==> config.mk <==
export PLATFORM = sky130hd
export DESIGN_NAME = vlm_monitor
export DESIGN_NICKNAME = d
export VERILOG_FILES = /design/src/hw/vlm_pkg.sv /design/src/hw/vlm_monitor.sv
export SDC_FILE = /design/constraint.sdc
export NUM_CORES = 1
export LEC_CHECK = 0
export BUFFER_PORTS_ARGS = -buffer_cell sky130_fd_sc_hd__buf_2
export CELL_PAD_IN_SITES_DETAIL_PLACEMENT = 0
export CELL_PAD_IN_SITES_GLOBAL_PLACEMENT = 1
export CORE_MARGIN = 3
export CORE_UTILIZATION = 37
export CTS_CLUSTER_DIAMETER = 50
export DETAILED_ROUTE_END_ITERATION = 6
export PLACE_DENSITY_LB_ADDON = 0.1
export SLEW_MARGIN = 5
export SYNTH_ARGS = -nofsm -noshare
export SYNTH_HDL_FRONTEND = slang
export SYNTH_SLANG_ARGS = --single-unit
==> constraint.sdc <==
create_clock -name aclk -period 2.9 [get_ports aclk]
set_input_delay 0.87 -clock aclk [delete_from_list [all_inputs] [get_ports aclk]]
set_output_delay 0.87 -clock aclk [all_outputs]
set_load 0.01 [all_outputs]
==> src/hw/vlm_pkg.sv <==
// Constants for the supply-rail level monitor and drain control
package vlm_pkg;
    localparam int          LEVEL_W         = 10;
    localparam int          ADDR_W          = 12;
    localparam int          DATA_W          = 32;
    // Register indices; byte address is four times the index
    localparam logic [9:0]  IDX_READ_LO     = 10'h070;
    localparam logic [9:0]  IDX_READ_HI     = 10'h071;
    localparam logic [9:0]  IDX_DETACH_LO   = 10'h072;
    localparam logic [9:0]  IDX_DETACH_HI   = 10'h073;
    localparam logic [9:0]  IDX_STOP_LO     = 10'h074;
    localparam logic [9:0]  IDX_STOP_HI     = 10'h075;
    localparam logic [9:0]  IDX_UPPER_LO    = 10'h076;
    localparam logic [9:0]  IDX_UPPER_HI    = 10'h077;
    localparam logic [9:0]  IDX_LOWER_LO    = 10'h078;
    localparam logic [9:0]  IDX_LOWER_HI    = 10'h079;
    localparam logic [9:0]  IDX_CTRL        = 10'h07A;
    localparam logic [9:0]  IDX_STATE       = 10'h07B;
    localparam logic [9:0]  IDX_INT_STATUS  = 10'h07C;
    localparam logic [9:0]  IDX_INT_CLEAR   = 10'h07D;
    localparam logic [9:0]  IDX_INT_ENABLE  = 10'h07E;
    // Field positions
    localparam int          HI_LEVEL_LSB    = 0;
    localparam int          HI_SCALE_LSB    = 2;
    localparam int          CTRL_AUTO_DRAIN = 0;
    localparam int          CTRL_INHIBIT    = 1;
    localparam int          CTRL_SOURCE     = 2;
    localparam int          CTRL_DRAIN_GO   = 3;
    localparam int          EV_UPPER        = 0;
    localparam int          EV_LOWER        = 1;
    localparam int          EV_DETACH       = 2;
    localparam int          EV_DRAIN_DONE   = 3;
    localparam int          EV_W            = 4;
    // Reset values and response codes
    localparam logic [7:0]  REG_RESET       = 8'h00;
    localparam logic [9:0]  LEVEL_RESET     = 10'h000;
    localparam logic [1:0]  RESP_OKAY       = 2'h0;
    localparam logic [1:0]  RESP_SLVERR     = 2'h2;
    // Level scaling and drain states
    localparam int          LSB_MV          = 25;
    localparam int          SAFE0_MV        = 800;
    localparam logic [9:0]  SAFE0_LEVEL     = 10'(SAFE0_MV / LSB_MV);
    typedef enum logic [1:0] {
        VLM_IDLE,
        VLM_DRAIN_SINK,
        VLM_DRAIN_SOURCE
    } vlm_drain_t;
endpackage

==> src/hw/vlm_monitor.sv <==
// Supply-rail level monitor, threshold alarms and drain control behind AXI4-Lite
`timescale 1ns/10ps
module vlm_monitor #(
    parameter int LEVEL_W = vlm_pkg::LEVEL_W
) (
    input  wire logic                   aclk,
    input  wire logic                   aresetn,
    input  wire logic [11:0]            s_axi_awaddr,
    input  wire logic                   s_axi_awvalid,
    output logic                        s_axi_awready,
    input  wire logic [31:0]            s_axi_wdata,
    input  wire logic [3:0]             s_axi_wstrb,
    input  wire logic                   s_axi_wvalid,
    output logic                        s_axi_wready,
    output logic [1:0]                  s_axi_bresp,
    output logic                        s_axi_bvalid,
    input  wire logic                   s_axi_bready,
    input  wire logic [11:0]            s_axi_araddr,
    input  wire logic                   s_axi_arvalid,
    output logic                        s_axi_arready,
    output logic [31:0]                 s_axi_rdata,
    output logic [1:0]                  s_axi_rresp,
    output logic                        s_axi_rvalid,
    input  wire logic                   s_axi_rready,
    input  wire logic                   sample_valid,
    input  wire logic [LEVEL_W-1:0]     sample_level,
    input  wire logic [1:0]             sample_scale,
    input  wire logic                   supply_present_flag,
    output logic                        drain_en,
    output logic                        upper_alarm_flag,
    output logic                        lower_alarm_flag,
    output logic                        irq
);

    logic [7:0]                 read_lo_r;
    logic [7:0]                 read_hi_r;
    logic [LEVEL_W-1:0]         sink_detach_level_r;
    logic [LEVEL_W-1:0]         drain_stop_level_r;
    logic [LEVEL_W-1:0]         upper_alarm_level_r;
    logic [LEVEL_W-1:0]         lower_alarm_level_r;
    logic                       auto_drain_r;
    logic                       alarm_inhibit_r;
    logic                       source_role_r;
    logic [vlm_pkg::EV_W-1:0]   int_status_r;
    logic [vlm_pkg::EV_W-1:0]   int_enable_r;
    logic [vlm_pkg::EV_W-1:0]   ev_set;
    logic [vlm_pkg::EV_W-1:0]   ev_clr;
    logic                       detached_r;
    logic                       detach_cond;
    logic                       detach_prev_r;
    logic                       drain_done;
    logic                       drain_go;
    vlm_pkg::vlm_drain_t        drain_state_r;

    // Bus-side holding registers
    logic                       aw_held_r;
    logic                       w_held_r;
    logic [9:0]                 aw_idx_r;
    logic [31:0]                wdata_r;
    logic [3:0]                 wstrb_r;
    logic                       wr_fire;
    logic                       wr_byte;

    assign wr_fire = aw_held_r && w_held_r && !s_axi_bvalid;
    assign wr_byte = wr_fire && wstrb_r[0];

    function automatic logic idx_mapped(input logic [9:0] idx);
        idx_mapped = (idx >= vlm_pkg::IDX_READ_LO) && (idx <= vlm_pkg::IDX_INT_ENABLE);
    endfunction

    function automatic logic idx_writable(input logic [9:0] idx);
        idx_writable = (idx >= vlm_pkg::IDX_DETACH_LO) && (idx <= vlm_pkg::IDX_INT_ENABLE)
                       && (idx != vlm_pkg::IDX_STATE) && (idx != vlm_pkg::IDX_INT_STATUS);
    endfunction

    // Write-address and write-data channels are taken independently
    always_ff @(posedge aclk)
    begin
        if (!aresetn)
        begin
            aw_held_r     <= 1'b0;
            aw_idx_r      <= 10'h000;
            s_axi_awready <= 1'b1;
        end
        else if (s_axi_awvalid && s_axi_awready)
        begin
            aw_held_r     <= 1'b1;
            aw_idx_r      <= s_axi_awaddr[11:2];
            s_axi_awready <= 1'b0;
        end
        else if (wr_fire)
        begin
            aw_held_r     <= 1'b0;
            s_axi_awready <= 1'b1;
        end
    end

    always_ff @(posedge aclk)
    begin
        if (!aresetn)
        begin
            w_held_r     <= 1'b0;
            wdata_r      <= 32'h0000_0000;
            wstrb_r      <= 4'h0;
            s_axi_wready <= 1'b1;
        end
        else if (s_axi_wvalid && s_axi_wready)
        begin
            w_held_r     <= 1'b1;
            wdata_r      <= s_axi_wdata;
            wstrb_r      <= s_axi_wstrb;
            s_axi_wready <= 1'b0;
        end
        else if (wr_fire)
        begin
            w_held_r     <= 1'b0;
            s_axi_wready <= 1'b1;
        end
    end

    // Response only after both halves arrived; one write in flight
    always_ff @(posedge aclk)
    begin
        if (!aresetn)
        begin
            s_axi_bvalid <= 1'b0;
            s_axi_bresp  <= vlm_pkg::RESP_OKAY;
        end
        else if (wr_fire)
        begin
            s_axi_bvalid <= 1'b1;
            s_axi_bresp  <= idx_writable(aw_idx_r) ? vlm_pkg::RESP_OKAY : vlm_pkg::RESP_SLVERR;
        end
        else if (s_axi_bready)
        begin
            s_axi_bvalid <= 1'b0;
        end
    end

    // Threshold byte pairs; upper byte keeps only bits 9:8
    always_ff @(posedge aclk)
    begin
        if (!aresetn)
        begin
            sink_detach_level_r <= vlm_pkg::LEVEL_RESET;
            drain_stop_level_r  <= vlm_pkg::LEVEL_RESET;
            upper_alarm_level_r <= vlm_pkg::LEVEL_RESET;
            lower_alarm_level_r <= vlm_pkg::LEVEL_RESET;
        end
        else if (wr_byte)
        begin
            case (aw_idx_r)
                vlm_pkg::IDX_DETACH_LO: sink_detach_level_r[7:0] <= wdata_r[7:0];
                vlm_pkg::IDX_DETACH_HI: sink_detach_level_r[9:8] <= wdata_r[1:0];
                vlm_pkg::IDX_STOP_LO:   drain_stop_level_r[7:0]  <= wdata_r[7:0];
                vlm_pkg::IDX_STOP_HI:   drain_stop_level_r[9:8]  <= wdata_r[1:0];
                vlm_pkg::IDX_UPPER_LO:  upper_alarm_level_r[7:0] <= wdata_r[7:0];
                vlm_pkg::IDX_UPPER_HI:  upper_alarm_level_r[9:8] <= wdata_r[1:0];
                vlm_pkg::IDX_LOWER_LO:  lower_alarm_level_r[7:0] <= wdata_r[7:0];
                vlm_pkg::IDX_LOWER_HI:  lower_alarm_level_r[9:8] <= wdata_r[1:0];
                default:                ;
            endcase
        end
    end

    // Control bits; the drain start bit is a pulse and never stored
    always_ff @(posedge aclk)
    begin
        if (!aresetn)
        begin
            auto_drain_r    <= 1'b0;
            alarm_inhibit_r <= 1'b0;
            source_role_r   <= 1'b0;
            int_enable_r    <= '0;
        end
        else if (wr_byte && aw_idx_r == vlm_pkg::IDX_CTRL)
        begin
            auto_drain_r    <= wdata_r[vlm_pkg::CTRL_AUTO_DRAIN];
            alarm_inhibit_r <= wdata_r[vlm_pkg::CTRL_INHIBIT];
            source_role_r   <= wdata_r[vlm_pkg::CTRL_SOURCE];
        end
        else if (wr_byte && aw_idx_r == vlm_pkg::IDX_INT_ENABLE)
        begin
            int_enable_r    <= wdata_r[vlm_pkg::EV_W-1:0];
        end
    end

    assign drain_go = wr_byte && aw_idx_r == vlm_pkg::IDX_CTRL && wdata_r[vlm_pkg::CTRL_DRAIN_GO];

    // Latest sample, split into the two reading bytes
    always_ff @(posedge aclk)
    begin
        if (!aresetn)
        begin
            read_lo_r <= vlm_pkg::REG_RESET;
            read_hi_r <= vlm_pkg::REG_RESET;
        end
        else if (sample_valid)
        begin
            read_lo_r <= sample_level[7:0];
            read_hi_r <= {4'h0, sample_scale, sample_level[9:8]};
        end
    end

    // Detach source: level below threshold, or presence flag when threshold is zero
    always_comb
    begin
        if (sink_detach_level_r != vlm_pkg::LEVEL_RESET)
            detach_cond = sample_level < sink_detach_level_r;
        else
            detach_cond = !supply_present_flag;
    end

    always_ff @(posedge aclk)
    begin
        if (!aresetn)
        begin
            detach_prev_r <= 1'b0;
            detached_r    <= 1'b0;
        end
        else if (sample_valid)
        begin
            detach_prev_r <= detach_cond;
            detached_r    <= detach_cond && !source_role_r;
        end
    end

    // Stop point depends on role; sink ignores the stop level
    always_comb
    begin
        case (drain_state_r)
            vlm_pkg::VLM_DRAIN_SINK:
                drain_done = sample_valid && sample_level <= vlm_pkg::SAFE0_LEVEL;
            vlm_pkg::VLM_DRAIN_SOURCE:
                if (drain_stop_level_r != vlm_pkg::LEVEL_RESET)
                    drain_done = sample_valid && sample_level <= drain_stop_level_r;
                else
                    drain_done = sample_valid && sample_level <= vlm_pkg::SAFE0_LEVEL;
            default:
                drain_done = 1'b0;
        endcase
    end

    always_ff @(posedge aclk)
    begin
        if (!aresetn)
        begin
            drain_state_r <= vlm_pkg::VLM_IDLE;
            drain_en      <= 1'b0;
        end
        else
        begin
            case (drain_state_r)
                vlm_pkg::VLM_IDLE:
                    if (sample_valid && auto_drain_r && !source_role_r && detach_cond && !detach_prev_r)
                    begin
                        drain_state_r <= vlm_pkg::VLM_DRAIN_SINK;
                        drain_en      <= 1'b1;
                    end
                    else if (drain_go && source_role_r)
                    begin
                        drain_state_r <= vlm_pkg::VLM_DRAIN_SOURCE;
                        drain_en      <= 1'b1;
                    end
                vlm_pkg::VLM_DRAIN_SINK, vlm_pkg::VLM_DRAIN_SOURCE:
                    if (drain_done)
                    begin
                        drain_state_r <= vlm_pkg::VLM_IDLE;
                        drain_en      <= 1'b0;
                    end
                default:
                begin
                    drain_state_r <= vlm_pkg::VLM_IDLE;
                    drain_en      <= 1'b0;
                end
            endcase
        end
    end

    // Events from each new sample compared against full 10-bit levels
    always_comb
    begin
        ev_set                         = '0;
        ev_set[vlm_pkg::EV_UPPER]      = sample_valid && !alarm_inhibit_r
                                         && sample_level > upper_alarm_level_r;
        ev_set[vlm_pkg::EV_LOWER]      = sample_valid && !alarm_inhibit_r
                                         && sample_level < lower_alarm_level_r;
        ev_set[vlm_pkg::EV_DETACH]     = sample_valid && !source_role_r && detach_cond && !detach_prev_r;
        ev_set[vlm_pkg::EV_DRAIN_DONE] = drain_done;
    end

    always_comb
    begin
        ev_clr = '0;
        if (wr_byte && aw_idx_r == vlm_pkg::IDX_INT_CLEAR)
            ev_clr = wdata_r[vlm_pkg::EV_W-1:0];
    end

    // A set in the clearing cycle wins so no event is lost
    always_ff @(posedge aclk)
    begin
        if (!aresetn)
            int_status_r <= '0;
        else
            int_status_r <= (int_status_r & ~ev_clr) | ev_set;
    end

    always_ff @(posedge aclk)
    begin
        if (!aresetn)
        begin
            irq              <= 1'b0;
            upper_alarm_flag <= 1'b0;
            lower_alarm_flag <= 1'b0;
        end
        else
        begin
            irq              <= |(((int_status_r & ~ev_clr) | ev_set) & int_enable_r);
            upper_alarm_flag <= int_status_r[vlm_pkg::EV_UPPER] && !ev_clr[vlm_pkg::EV_UPPER]
                                || ev_set[vlm_pkg::EV_UPPER];
            lower_alarm_flag <= int_status_r[vlm_pkg::EV_LOWER] && !ev_clr[vlm_pkg::EV_LOWER]
                                || ev_set[vlm_pkg::EV_LOWER];
        end
    end

    // Read side; narrow registers sit in the low bits
    function automatic logic [7:0] read_byte(input logic [9:0] idx);
        case (idx)
            vlm_pkg::IDX_READ_LO:    read_byte = read_lo_r;
            vlm_pkg::IDX_READ_HI:    read_byte = read_hi_r;
            vlm_pkg::IDX_DETACH_LO:  read_byte = sink_detach_level_r[7:0];
            vlm_pkg::IDX_DETACH_HI:  read_byte = {6'h00, sink_detach_level_r[9:8]};
            vlm_pkg::IDX_STOP_LO:    read_byte = drain_stop_level_r[7:0];
            vlm_pkg::IDX_STOP_HI:    read_byte = {6'h00, drain_stop_level_r[9:8]};
            vlm_pkg::IDX_UPPER_LO:   read_byte = upper_alarm_level_r[7:0];
            vlm_pkg::IDX_UPPER_HI:   read_byte = {6'h00, upper_alarm_level_r[9:8]};
            vlm_pkg::IDX_LOWER_LO:   read_byte = lower_alarm_level_r[7:0];
            vlm_pkg::IDX_LOWER_HI:   read_byte = {6'h00, lower_alarm_level_r[9:8]};
            vlm_pkg::IDX_CTRL:       read_byte = {5'h00, source_role_r, alarm_inhibit_r, auto_drain_r};
            vlm_pkg::IDX_STATE:      read_byte = {6'h00, detached_r, drain_en};
            vlm_pkg::IDX_INT_STATUS: read_byte = {4'h0, int_status_r};
            vlm_pkg::IDX_INT_ENABLE: read_byte = {4'h0, int_enable_r};
            default:                 read_byte = 8'h00;
        endcase
    endfunction

    always_ff @(posedge aclk)
    begin
        if (!aresetn)
        begin
            s_axi_arready <= 1'b1;
            s_axi_rvalid  <= 1'b0;
            s_axi_rdata   <= 32'h0000_0000;
            s_axi_rresp   <= vlm_pkg::RESP_OKAY;
        end
        else if (s_axi_arvalid && s_axi_arready)
        begin
            s_axi_arready <= 1'b0;
            s_axi_rvalid  <= 1'b1;
            s_axi_rdata   <= {24'h00_0000, read_byte(s_axi_araddr[11:2])};
            s_axi_rresp   <= idx_mapped(s_axi_araddr[11:2]) ? vlm_pkg::RESP_OKAY : vlm_pkg::RESP_SLVERR;
        end
        else if (s_axi_rvalid && s_axi_rready)
        begin
            s_axi_arready <= 1'b1;
            s_axi_rvalid  <= 1'b0;
        end
    end

endmodule // vlm_monitor

==> results of run 1 <==
==> area by class of cell <==
cell class	count	area, um2	share of cell area
Inverter	52	195	0.0284
Tap cell	211	264	0.0384
Timing Repair Buffer	112	671	0.0976
Sequential cell	105	2100	0.306
Clock inverter	6	51.3	0.00746
Multi-Input combinational cell	517	3370	0.490
Clock buffer	9	225	0.0328
==> power groups by stage <==
| stage | Clock, mW | Combinational (mW) | Sequential [mW] |
|---|---|---|---|
| 6_report | 1.17 | 0.345 | 1.52 |
| 3_3_place_gp | 0 | 0.340 | 1.55 |
| 4_1_cts | 1.21 | 0.347 | 1.52 |
| 2_1_floorplan | 0 | 0.232 | 1.54 |
| 5_1_grt | 1.27 | 0.389 | 1.53 |
| 3_5_place_dp | 0 | 0.345 | 1.55 |
==> critical path: cells and delay by family <==
kind                       cells  cell delay (ns)
and+or+nand+nor                5             1.59
adders and majority gates      1             0.30
AOI/OAI and AO/OA              1             0.26
buffers and inverters          1             0.12
==> cell families after synthesis <==
family / count (synthesis) / share of synthesized area
AND/OR/NAND/NOR: 248 / 0.205
other: 1 / 0.000637
multiplexers: 59 / 0.103
AO/OA/AOI/OAI: 143 / 0.159
flip-flops: 105 / 0.357
adder cells (fa/ha/maj): 41 / 0.0871
buffers and inverters: 111 / 0.0877
==> cell usage after synthesis (3+ instances only) <==
cell type,n
sky130_fd_sc_hd__ha_1,41
sky130_fd_sc_hd__a222oi_1,4
sky130_fd_sc_hd__nor4_1,10
sky130_fd_sc_hd__nand2b_1,14
sky130_fd_sc_hd__mux2_2,5
sky130_fd_sc_hd__nor4b_1,3
sky130_fd_sc_hd__buf_1,3
sky130_fd_sc_hd__a22o_1,6
sky130_fd_sc_hd__nor3_1,6
sky130_fd_sc_hd__a21o_1,4
sky130_fd_sc_hd__a21boi_0,4
sky130_fd_sc_hd__o211ai_1,3
sky130_fd_sc_hd__nand3b_1,3
sky130_fd_sc_hd__o21ai_0,21
sky130_fd_sc_hd__nand4_1,3
sky130_fd_sc_hd__clkbuf_1,28
sky130_fd_sc_hd__nand3_1,18
sky130_fd_sc_hd__buf_4,26
sky130_fd_sc_hd__a31oi_1,6
sky130_fd_sc_hd__o21a_1,4
sky130_fd_sc_hd__a22oi_1,10
sky130_fd_sc_hd__or3_1,4
sky130_fd_sc_hd__and2_1,9
sky130_fd_sc_hd__dfxtp_1,105
sky130_fd_sc_hd__a211oi_1,3
sky130_fd_sc_hd__a211o_1,4
sky130_fd_sc_hd__a21oi_1,51
sky130_fd_sc_hd__and3_1,4
sky130_fd_sc_hd__nor2_1,72
sky130_fd_sc_hd__a32oi_1,3
sky130_fd_sc_hd__inv_1,51
sky130_fd_sc_hd__nand2_1,81
sky130_fd_sc_hd__mux2i_1,53
==> state kept, by name (all words and copies together) (netlist names), 2 cells and up <==
| signal | count |
|---|---|
| sink_detach_level_r | 10 |
| int_status_r | 4 |
| upper_alarm_level_r | 10 |
| s_axi_rdata | 8 |
| aw_idx_r | 10 |
| int_enable_r | 4 |
| read_lo_r | 8 |
| wdata_r | 8 |
| drain_stop_level_r | 10 |
| drain_state_r | 2 |
| read_hi_r | 4 |
| lower_alarm_level_r | 10 |
==> worst min-delay path by stage <==
stage                                        start                        to  slack, ns
after floorplan           aw_idx_r[6]$_SDFFE_PN0P_  aw_idx_r[6]$_SDFFE_PN0P_       0.43
after global placement    aw_idx_r[9]$_SDFFE_PN0P_  aw_idx_r[9]$_SDFFE_PN0P_       0.44
after detailed placement  aw_idx_r[6]$_SDFFE_PN0P_  aw_idx_r[6]$_SDFFE_PN0P_       0.45
after global routing      aw_idx_r[6]$_SDFFE_PN0P_  aw_idx_r[6]$_SDFFE_PN0P_       0.47
final                     aw_idx_r[6]$_SDFFE_PN0P_  aw_idx_r[6]$_SDFFE_PN0P_       0.45
after CTS                 aw_idx_r[6]$_SDFFE_PN0P_  aw_idx_r[6]$_SDFFE_PN0P_       0.46
==> routing by layer <==
layer	track usage	vias to the layer above
met5	0	-
met4	0.0733	0
met3	0.0424	31
met2	0.330	190
met1	0.289	2501
li1	-	2620
==> metrics by stage <==
step           instances  power [mW]
2_1_floorplan        733        1.77
3_3_place_gp         997        1.89
3_5_place_dp         997        1.90
4_1_cts             1012        3.08
5_1_grt             1012        3.18
6_report            1012        3.04
==> metrics.csv, run 1 <==
stage,metric,value,unit
run_status,status,finished clean,
synth,ys_top_cells_by_area,"sky130_fd_sc_hd__dfxtp_1 (36%), sky130_fd_sc_hd__mux2i_1 (9.0%), sky130_fd_sc_hd__ha_1 (8.7%)",
routing,avgViaCountPerCell,5.28,
routing,drtIter0Drc,407,
synth,yosysTopAreaCell,sky130_fd_sc_hd__dfxtp_1,
routing,routed_length_on_met3,1110,um
sta,layout_min_cycle_time,2.87,ns
setup_path,critical_path.reg2reg.endpoint,drain_state_r[0]$_SDFFE_PN0P_,
sta,grt_setup_unrepaired,no,
sta,post-route-period-util,0.989,
synth,synth_async_sr_flop_share,0,
floorplanning,ioPinCount,126,
cts,clk_path_buf_depth,2,
global_routing,antenna_violations_before_repair,0,
sta,timing.clock.skew,0.00773,ns
setup_path,worstPathRequired,3.17,ns
global_routing,grt_pass1_vias,5126,
routing,drc_violation_count_after_routing,0,
cts,worst_setup_hold_path_clk_slew,0.07,ns
placed_design,dpl-instance-area,6600,um2
cells_and_area,insertedDiodeCount,0,
setup_path,critical_path.endpoint_type,flip-flop,
power,power.ir.vdd_worst,0.266,mV
floorplanning,fp.coreArea,15400,um2
setup_path,timing.setup.critical_path_class,input pin to flip-flop,
sta,timing.final.setup_violations,0,
sta,worst_pin_slew,0.611,ns
setup_path,cp_cell_sequence,"buf_2, ha_1, nand4_1, or3_1, or4b_1, and2_1, and3_1, o32ai_1",
routing,number_of_iterations_in_the_first_detailed_routing_pass,5,
sta,setup_tns,0,ns
routing,detailroute.wirelength.met2,8230,um
cells_and_area,postLayoutCoreUtil,0.447,
power,share_seq_of_total_power,0.500,
global_routing,grt_start_max_net_pins,57,
global_routing,gr-total-overflow,0,
placed_design,pre_cts_ws,-0.329,ns
sta,finalHoldViolCount,0,
power,static-leakage-power,2.82,nW
synth,synth_cells,708,
power,clock_power_share,0.386,
synth,yosysTopAreaCellShare,0.357,
placed_design,gpl.final_weighted_congestion,0.893,
sta,timing.max_slew.rel_slack,0.589,
routing,routed_wl,18400,um
floorplanning,die_y,132,um
global_routing,globalRouteTotalUtil,0.210,
cts,h-tree-depth,3,
power,power_switching_share,0.275,
global_routing,wire_length_of_the_first_global_routing_pass,28800,um
setup_path,worst_setup_path_startpoint,sample_level[9],
run,count_of_max_cap_constraint_violations,0,
cts,cts.sink_count,105,
synth,synthesis.area,5890,um2
cts,tritoncts,done,
synth,ys.warnings.count,0,
synth,synth_flop_cell,sky130_fd_sc_hd__dfxtp_1,
cells_and_area,finalNetCount,919,
cts,ctsResizeCount,0,
synth,synth_seq_area_share,0.357,
cells_and_area,final_layout_size_suffix_gt1_frac,0.181,
floorplanning,initial_core_util,0.383,
sta,final_max_slew_viol_count,0,
setup_path,timing.critical_path.slowest_stage_cell,sky130_fd_sc_hd__or4b_1,
cts,numCtsBuffers,9,
hold_path,min-delay-path-class,flip-flop to flip-flop,
power,power_frac_comb,0.114,
cells_and_area,layout-area-overhead-vs-synth,16.7,%
power,power_switching,835,uW
placed_design,placement.io_buffers,68,
synth,post_synth_num_cell_types,62,
synth,post_synth.cell_area_avg,8.32,um2
routing,topRoutingLayerUsed,met4,
sta,timing.fmax,0.349,GHz
sta,timing.final.ws_setup,0.0312,ns
synth,synth.ff_latch_count,105,
synth,synth-edff-count,0,
cells_and_area,layout.cell_area.non_filler,6870,um2
power,internal_power_contribution,2.20,mW
cells_and_area,layout.cells.most_common,sky130_fd_sc_hd__dfxtp_1,
sta,finalHoldWorstSlack,0.454,ns
placed_design,hpwl,14300,um
cells_and_area,num-fill-cells,1564,
floorplanning,placement_rows,45,
routing,detail_route.wirelength.met1,8570,um
setup_path,critical_path_sink,drain_state_r[0]$_SDFFE_PN0P_,
routing,vias,5342,
cts,cts_root_buf,sky130_fd_sc_hd__clkbuf_16,
routing,drtAntennaViolNets,0,
cts,cts.hold.buffers_added,0,
cts,clock_latency,0.36,ns
cts,post-cts-setup-buffer-count,0,
setup_path,slowest_delay,0.59,ns
setup_path,crit-reg2reg-launch,drain_stop_level_r[9]$_SDFFE_PN0P_,
power,p_per_area,442,nW/um2
setup_path,arrival,3.14,ns
cells_and_area,highest_count_cells_in_the_layout_ignoring_fill_and_taps,"sky130_fd_sc_hd__dfxtp_1 (105), sky130_fd_sc_hd__nand2_1 (81), sky130_fd_sc_hd__nor2_1 (72)",
hold_path,timing.hold.worst_path_depth,2,
setup_path,worst_r2r_path_depth,8,
floorplanning,die_x,132,um
setup_path,worstSetupStartpointType,input pin,
routing,wl_per_cell,18.2,um
setup_path,worstPathMaxFanout,5,
floorplanning,dieArea,17500,um2
setup_path,ff2ff_setup_slack,0.19,ns
Note: power is estimated with default switching activity, not from simulation.
==> inputs of run 2 (changes only) <==
--- a/config.mk
+++ b/config.mk
@@ -5,11 +5,12 @@
 export SDC_FILE = /design/constraint.sdc
 export NUM_CORES = 1
 export LEC_CHECK = 0
+export ABC_AREA = 1
 export BUFFER_PORTS_ARGS = -buffer_cell sky130_fd_sc_hd__buf_2
 export CELL_PAD_IN_SITES_DETAIL_PLACEMENT = 0
 export CELL_PAD_IN_SITES_GLOBAL_PLACEMENT = 1
 export CORE_MARGIN = 3
-export CORE_UTILIZATION = 37
+export CORE_UTILIZATION = 36
 export CTS_CLUSTER_DIAMETER = 50
 export DETAILED_ROUTE_END_ITERATION = 6
 export PLACE_DENSITY_LB_ADDON = 0.1
==> run 2 against run 1 <==
Effect of this change:
- sequential cell count unchanged
- global-route usage fell by 1.7 points
- register-to-register slack gained 0.76 ns
- total power increased by 3.6%
- sequential power about the same
- critical endpoint is now s_axi_rdata[2]$_SDFFE_PN0P_
==> metrics.csv, run 2 <==
stage,metric,value,unit,change
run_status,status,finished clean,,unchanged
sta,setup_tns,0,ns,unchanged
cts,worst_setup_hold_path_clk_slew,0.07,ns,about the same
floorplanning,die_x,134,um,was 132 um
setup_path,timing.critical_path.buf_inv,3,,was 1
routing,wl_per_cell,15.7,um,was 18.2 um
sta,timing.clock.skew,0.00943,ns,was 0.00773 ns
routing,vias,5406,,"was 5,342"
synth,yosysTopAreaCellShare,0.356,,was 0.357
cells_and_area,finalNetCount,994,,was 919
routing,drtAntennaViolNets,0,,unchanged
placed_design,dpl-instance-area,6380,um2,was 6600 um2
cts,cts.sink_count,105,,unchanged
sta,timing.final.ws_setup,0.676,ns,was 0.0312 ns
cells_and_area,layout-area-overhead-vs-synth,13.2,%,was 16.7%
synth,yosysTopAreaCell,sky130_fd_sc_hd__dfxtp_1,,unchanged
global_routing,grt_start_max_net_pins,88,,was 57
floorplanning,die_y,134,um,was 132 um
routing,number_of_iterations_in_the_first_detailed_routing_pass,5,,unchanged
setup_path,worstPathMaxFanout,10,,was 5
setup_path,slowest_delay,0.37,ns,was 0.59 ns
cts,cts.hold.buffers_added,0,,unchanged
sta,grt_setup_unrepaired,no,,unchanged
power,power.ir.vdd_worst,0.269,mV,was 0.266 mV
cts,clk_path_buf_depth,2,,unchanged
floorplanning,fp.coreArea,15900,um2,"was 15,400 um2"
synth,synth.ff_latch_count,105,,unchanged
cts,post-cts-setup-buffer-count,0,,unchanged
synth,synth_cells,807,,was 708
global_routing,wire_length_of_the_first_global_routing_pass,27100,um,"was 28,800 um"
setup_path,ff2ff_setup_slack,0.95,ns,was 0.19 ns
cts,clock_latency,0.35,ns,was 0.36 ns
power,internal_power_contribution,2.31,mW,was 2.20 mW
synth,ys_top_cells_by_area,"sky130_fd_sc_hd__dfxtp_1 (36%), sky130_fd_sc_hd__ha_1 (8.7%), sky130_fd_sc_hd__a21oi_1 (8.6%)",,"was sky130_fd_sc_hd__dfxtp_1 (36%), sky130_fd_sc_hd__mux2i_1 (9.0%), sky130_fd_sc_hd__ha_1 (8.7%)"
synth,synth_seq_area_share,0.356,,was 0.357
setup_path,cpLargestDelayFamily,simple AND/OR/NAND/NOR gates,,unchanged
sta,final_max_slew_viol_count,0,,unchanged
hold_path,timing.hold.worst_path_depth,2,,unchanged
setup_path,worst_r2r_path_depth,14,,was 8
synth,synth-edff-count,0,,unchanged
power,power_switching,843,uW,was 835 uW
synth,post_synth.cell_area_avg,7.31,um2,was 8.32 um2
floorplanning,placement_rows,46,,was 45
cells_and_area,layout.cell_area.non_filler,6680,um2,was 6870 um2
routing,drtIter0Drc,337,,was 407
hold_path,hp-start,read_lo_r[1]$_SDFFE_PN0P_,,was aw_idx_r[6]$_SDFFE_PN0P_
floorplanning,ioPinCount,126,,unchanged
setup_path,critical_path.endpoint_type,flip-flop,,unchanged
sta,post-route-period-util,0.767,,was 0.989
power,power_switching_share,0.268,,was 0.275
cts,tritoncts,done,,unchanged
power,clock_power_share,0.398,,was 0.386
power,power_frac_comb,0.115,,was 0.114
synth,yosys.cell_count.top_type,sky130_fd_sc_hd__nand2_1,,was sky130_fd_sc_hd__dfxtp_1
sta,timing.fmax,0.450,GHz,was 0.349 GHz
cts,h-tree-depth,3,,unchanged
setup_path,timing.setup.critical_path_class,input pin to flip-flop,,unchanged
cts,ctsResizeCount,0,,unchanged
synth,yosys-top-cells-count,"sky130_fd_sc_hd__nand2_1 (132), sky130_fd_sc_hd__inv_1 (107), sky130_fd_sc_hd__dfxtp_1 (105)",,"was sky130_fd_sc_hd__dfxtp_1 (105), sky130_fd_sc_hd__nand2_1 (81), sky130_fd_sc_hd__nor2_1 (72)"
floorplanning,dieArea,18000,um2,"was 17,500 um2"
floorplanning,initial_core_util,0.370,,was 0.383
cells_and_area,final_layout_size_suffix_gt1_frac,0.147,,was 0.181
cells_and_area,highest_count_cells_in_the_layout_ignoring_fill_and_taps,"sky130_fd_sc_hd__nand2_1 (132), sky130_fd_sc_hd__inv_1 (107), sky130_fd_sc_hd__dfxtp_1 (105)",,"was sky130_fd_sc_hd__dfxtp_1 (105), sky130_fd_sc_hd__nand2_1 (81), sky130_fd_sc_hd__nor2_1 (72)"
power,share_seq_of_total_power,0.487,,was 0.500
setup_path,worst_path_most_repeated_cell,sky130_fd_sc_hd__nand2_1,,
cells_and_area,layout.cells.most_common,sky130_fd_sc_hd__nand2_1,,was sky130_fd_sc_hd__dfxtp_1
placed_design,placement.io_buffers,68,,unchanged
synth,synthesis.area,5900,um2,was 5890 um2
sta,finalHoldWorstSlack,0.456,ns,was 0.454 ns
synth,ys.warnings.count,0,,unchanged
global_routing,gr-total-overflow,0,,unchanged
sta,layout_min_cycle_time,2.22,ns,was 2.87 ns
run,count_of_max_cap_constraint_violations,0,,unchanged
hold_path,min-delay-path-class,flip-flop to flip-flop,,unchanged
setup_path,cp_cell_sequence,"buf_2, inv_1, nand2_1, inv_2, nand4_1, o21ai_0, nor2_1, nand3b_1, nand2_1, a21oi_1",,"was buf_2, ha_1, nand4_1, or3_1, or4b_1, and2_1, and3_1, o32ai_1"
cells_and_area,insertedDiodeCount,0,,unchanged
placed_design,pre_cts_ws,0.307,ns,was -0.329 ns
setup_path,worstPathRequired,3.19,ns,was 3.17 ns
placed_design,gpl.final_weighted_congestion,0.880,,was 0.893
setup_path,crit-reg2reg-launch,drain_stop_level_r[5]$_SDFFE_PN0P_,,was drain_stop_level_r[9]$_SDFFE_PN0P_
setup_path,critical_path.reg2reg.endpoint,drain_en$_SDFFE_PN0P_,,was drain_state_r[0]$_SDFFE_PN0P_
setup_path,arrival,2.51,ns,was 3.14 ns
hold_path,worst_hold_path.endpoint,read_lo_r[1]$_SDFFE_PN0P_,,was aw_idx_r[6]$_SDFFE_PN0P_
global_routing,globalRouteTotalUtil,0.194,,was 0.210
placed_design,hpwl,13500,um,"was 14,300 um"
synth,synth_async_sr_flop_share,0,,unchanged
setup_path,timing.critical_path.slowest_stage_cell,sky130_fd_sc_hd__o21ai_0,,was sky130_fd_sc_hd__or4b_1
routing,avgViaCountPerCell,4.95,,was 5.28
routing,routed_wl,17100,um,"was 18,400 um"
power,post-layout-total-power,3.15,mW,was 3.04 mW
global_routing,antenna_violations_before_repair,0,,unchanged
synth,post_synth_num_cell_types,44,,was 62
sta,timing.max_slew.rel_slack,0.590,,was 0.589
sta,timing.final.setup_violations,0,,unchanged
synth,synth_flop_cell,sky130_fd_sc_hd__dfxtp_1,,unchanged
setup_path,worstSetupStartpointType,input pin,,unchanged
cts,cts_root_buf,sky130_fd_sc_hd__clkbuf_16,,unchanged
sta,finalHoldViolCount,0,,unchanged
routing,drc_violation_count_after_routing,0,,unchanged
power,p_per_area,471,nW/um2,was 442 nW/um2
power,static-leakage-power,2.91,nW,was 2.82 nW
cts,numCtsBuffers,9,,unchanged
global_routing,grt_pass1_vias,5103,,"was 5,126"
sta,worst_pin_slew,0.613,ns,was 0.611 ns
## run 2: power groups by stage
stage                     combinational [mW]  sequential [mW]  clock, mW
after detailed placement               0.363             1.57          0
after global routing                   0.413             1.54       1.36
after CTS                              0.365             1.53       1.30
final                                  0.362             1.53       1.25
after global placement                 0.354             1.57          0
after floorplan                        0.253             1.56          0
## run 2: worst min-delay path, delay by kind of cell (launching register included)
family	cells	cell delay [ns]
buf+inv	1	0.06
flops	1	0.30
compound gates	1	0.06
## run 2: how the worst max path moves through the flow
| stage | from | end | slack (ns) | cells past startpoint |
|---|---|---|---|---|
| final | s_axi_araddr[10] | s_axi_rdata[2]$_SDFFE_PN0P_ | 0.68 | 10 |
| after CTS | sample_level[5] | irq$_SDFF_PN0_ | 0.68 | 15 |
| after floorplan | sample_level[9] | drain_en$_SDFFE_PN0P_ | 0.78 | 10 |
| after global placement | sample_level[5] | irq$_SDFF_PN0_ | 0.34 | 15 |
| after global routing | sample_level[5] | drain_en$_SDFFE_PN0P_ | 0.49 | 14 |
| after detailed placement | sample_level[5] | irq$_SDFF_PN0_ | 0.31 | 15 |
## run 2: cell families (layout without fill, tap and decap cells)
group	Yosys count	count (layout)	share of synthesized area
AND/OR/NAND/NOR	266	266	0.225
buffers and inverters	160	205	0.122
AO/OA/AOI/OAI	234	234	0.209
adder cells (fa/ha/maj)	41	41	0.0869
other	1	26	0.000635
flip-flops	105	105	0.356
## run 2: per-layer routing
layer  GRT usage  vias to the layer above  wire length, um
li1            -                     2783                -
met1       0.271                     2456             8290
met2       0.305                      144             7600
met3      0.0259                       23              806
met4      0.0730                        0              415
met5           0                        -                0
## run 2: area by class of cell
type	instances	area [um2]
fill	1697	9260
multi-input combinational	567	3170
sequential	105	2100
inverter	114	430
timing repair buffer	75	405
tap	216	270
clock buffer	12	246
clock inverter	4	51.3
## run 2: per-stage QoR
step | util | instances
global placement | 0.400 | 1077
floorplan | - | 832
CTS | 0.419 | 1093
finish | 0.419 | 1093
global route | 0.419 | 1093
detailed placement | 0.400 | 1077
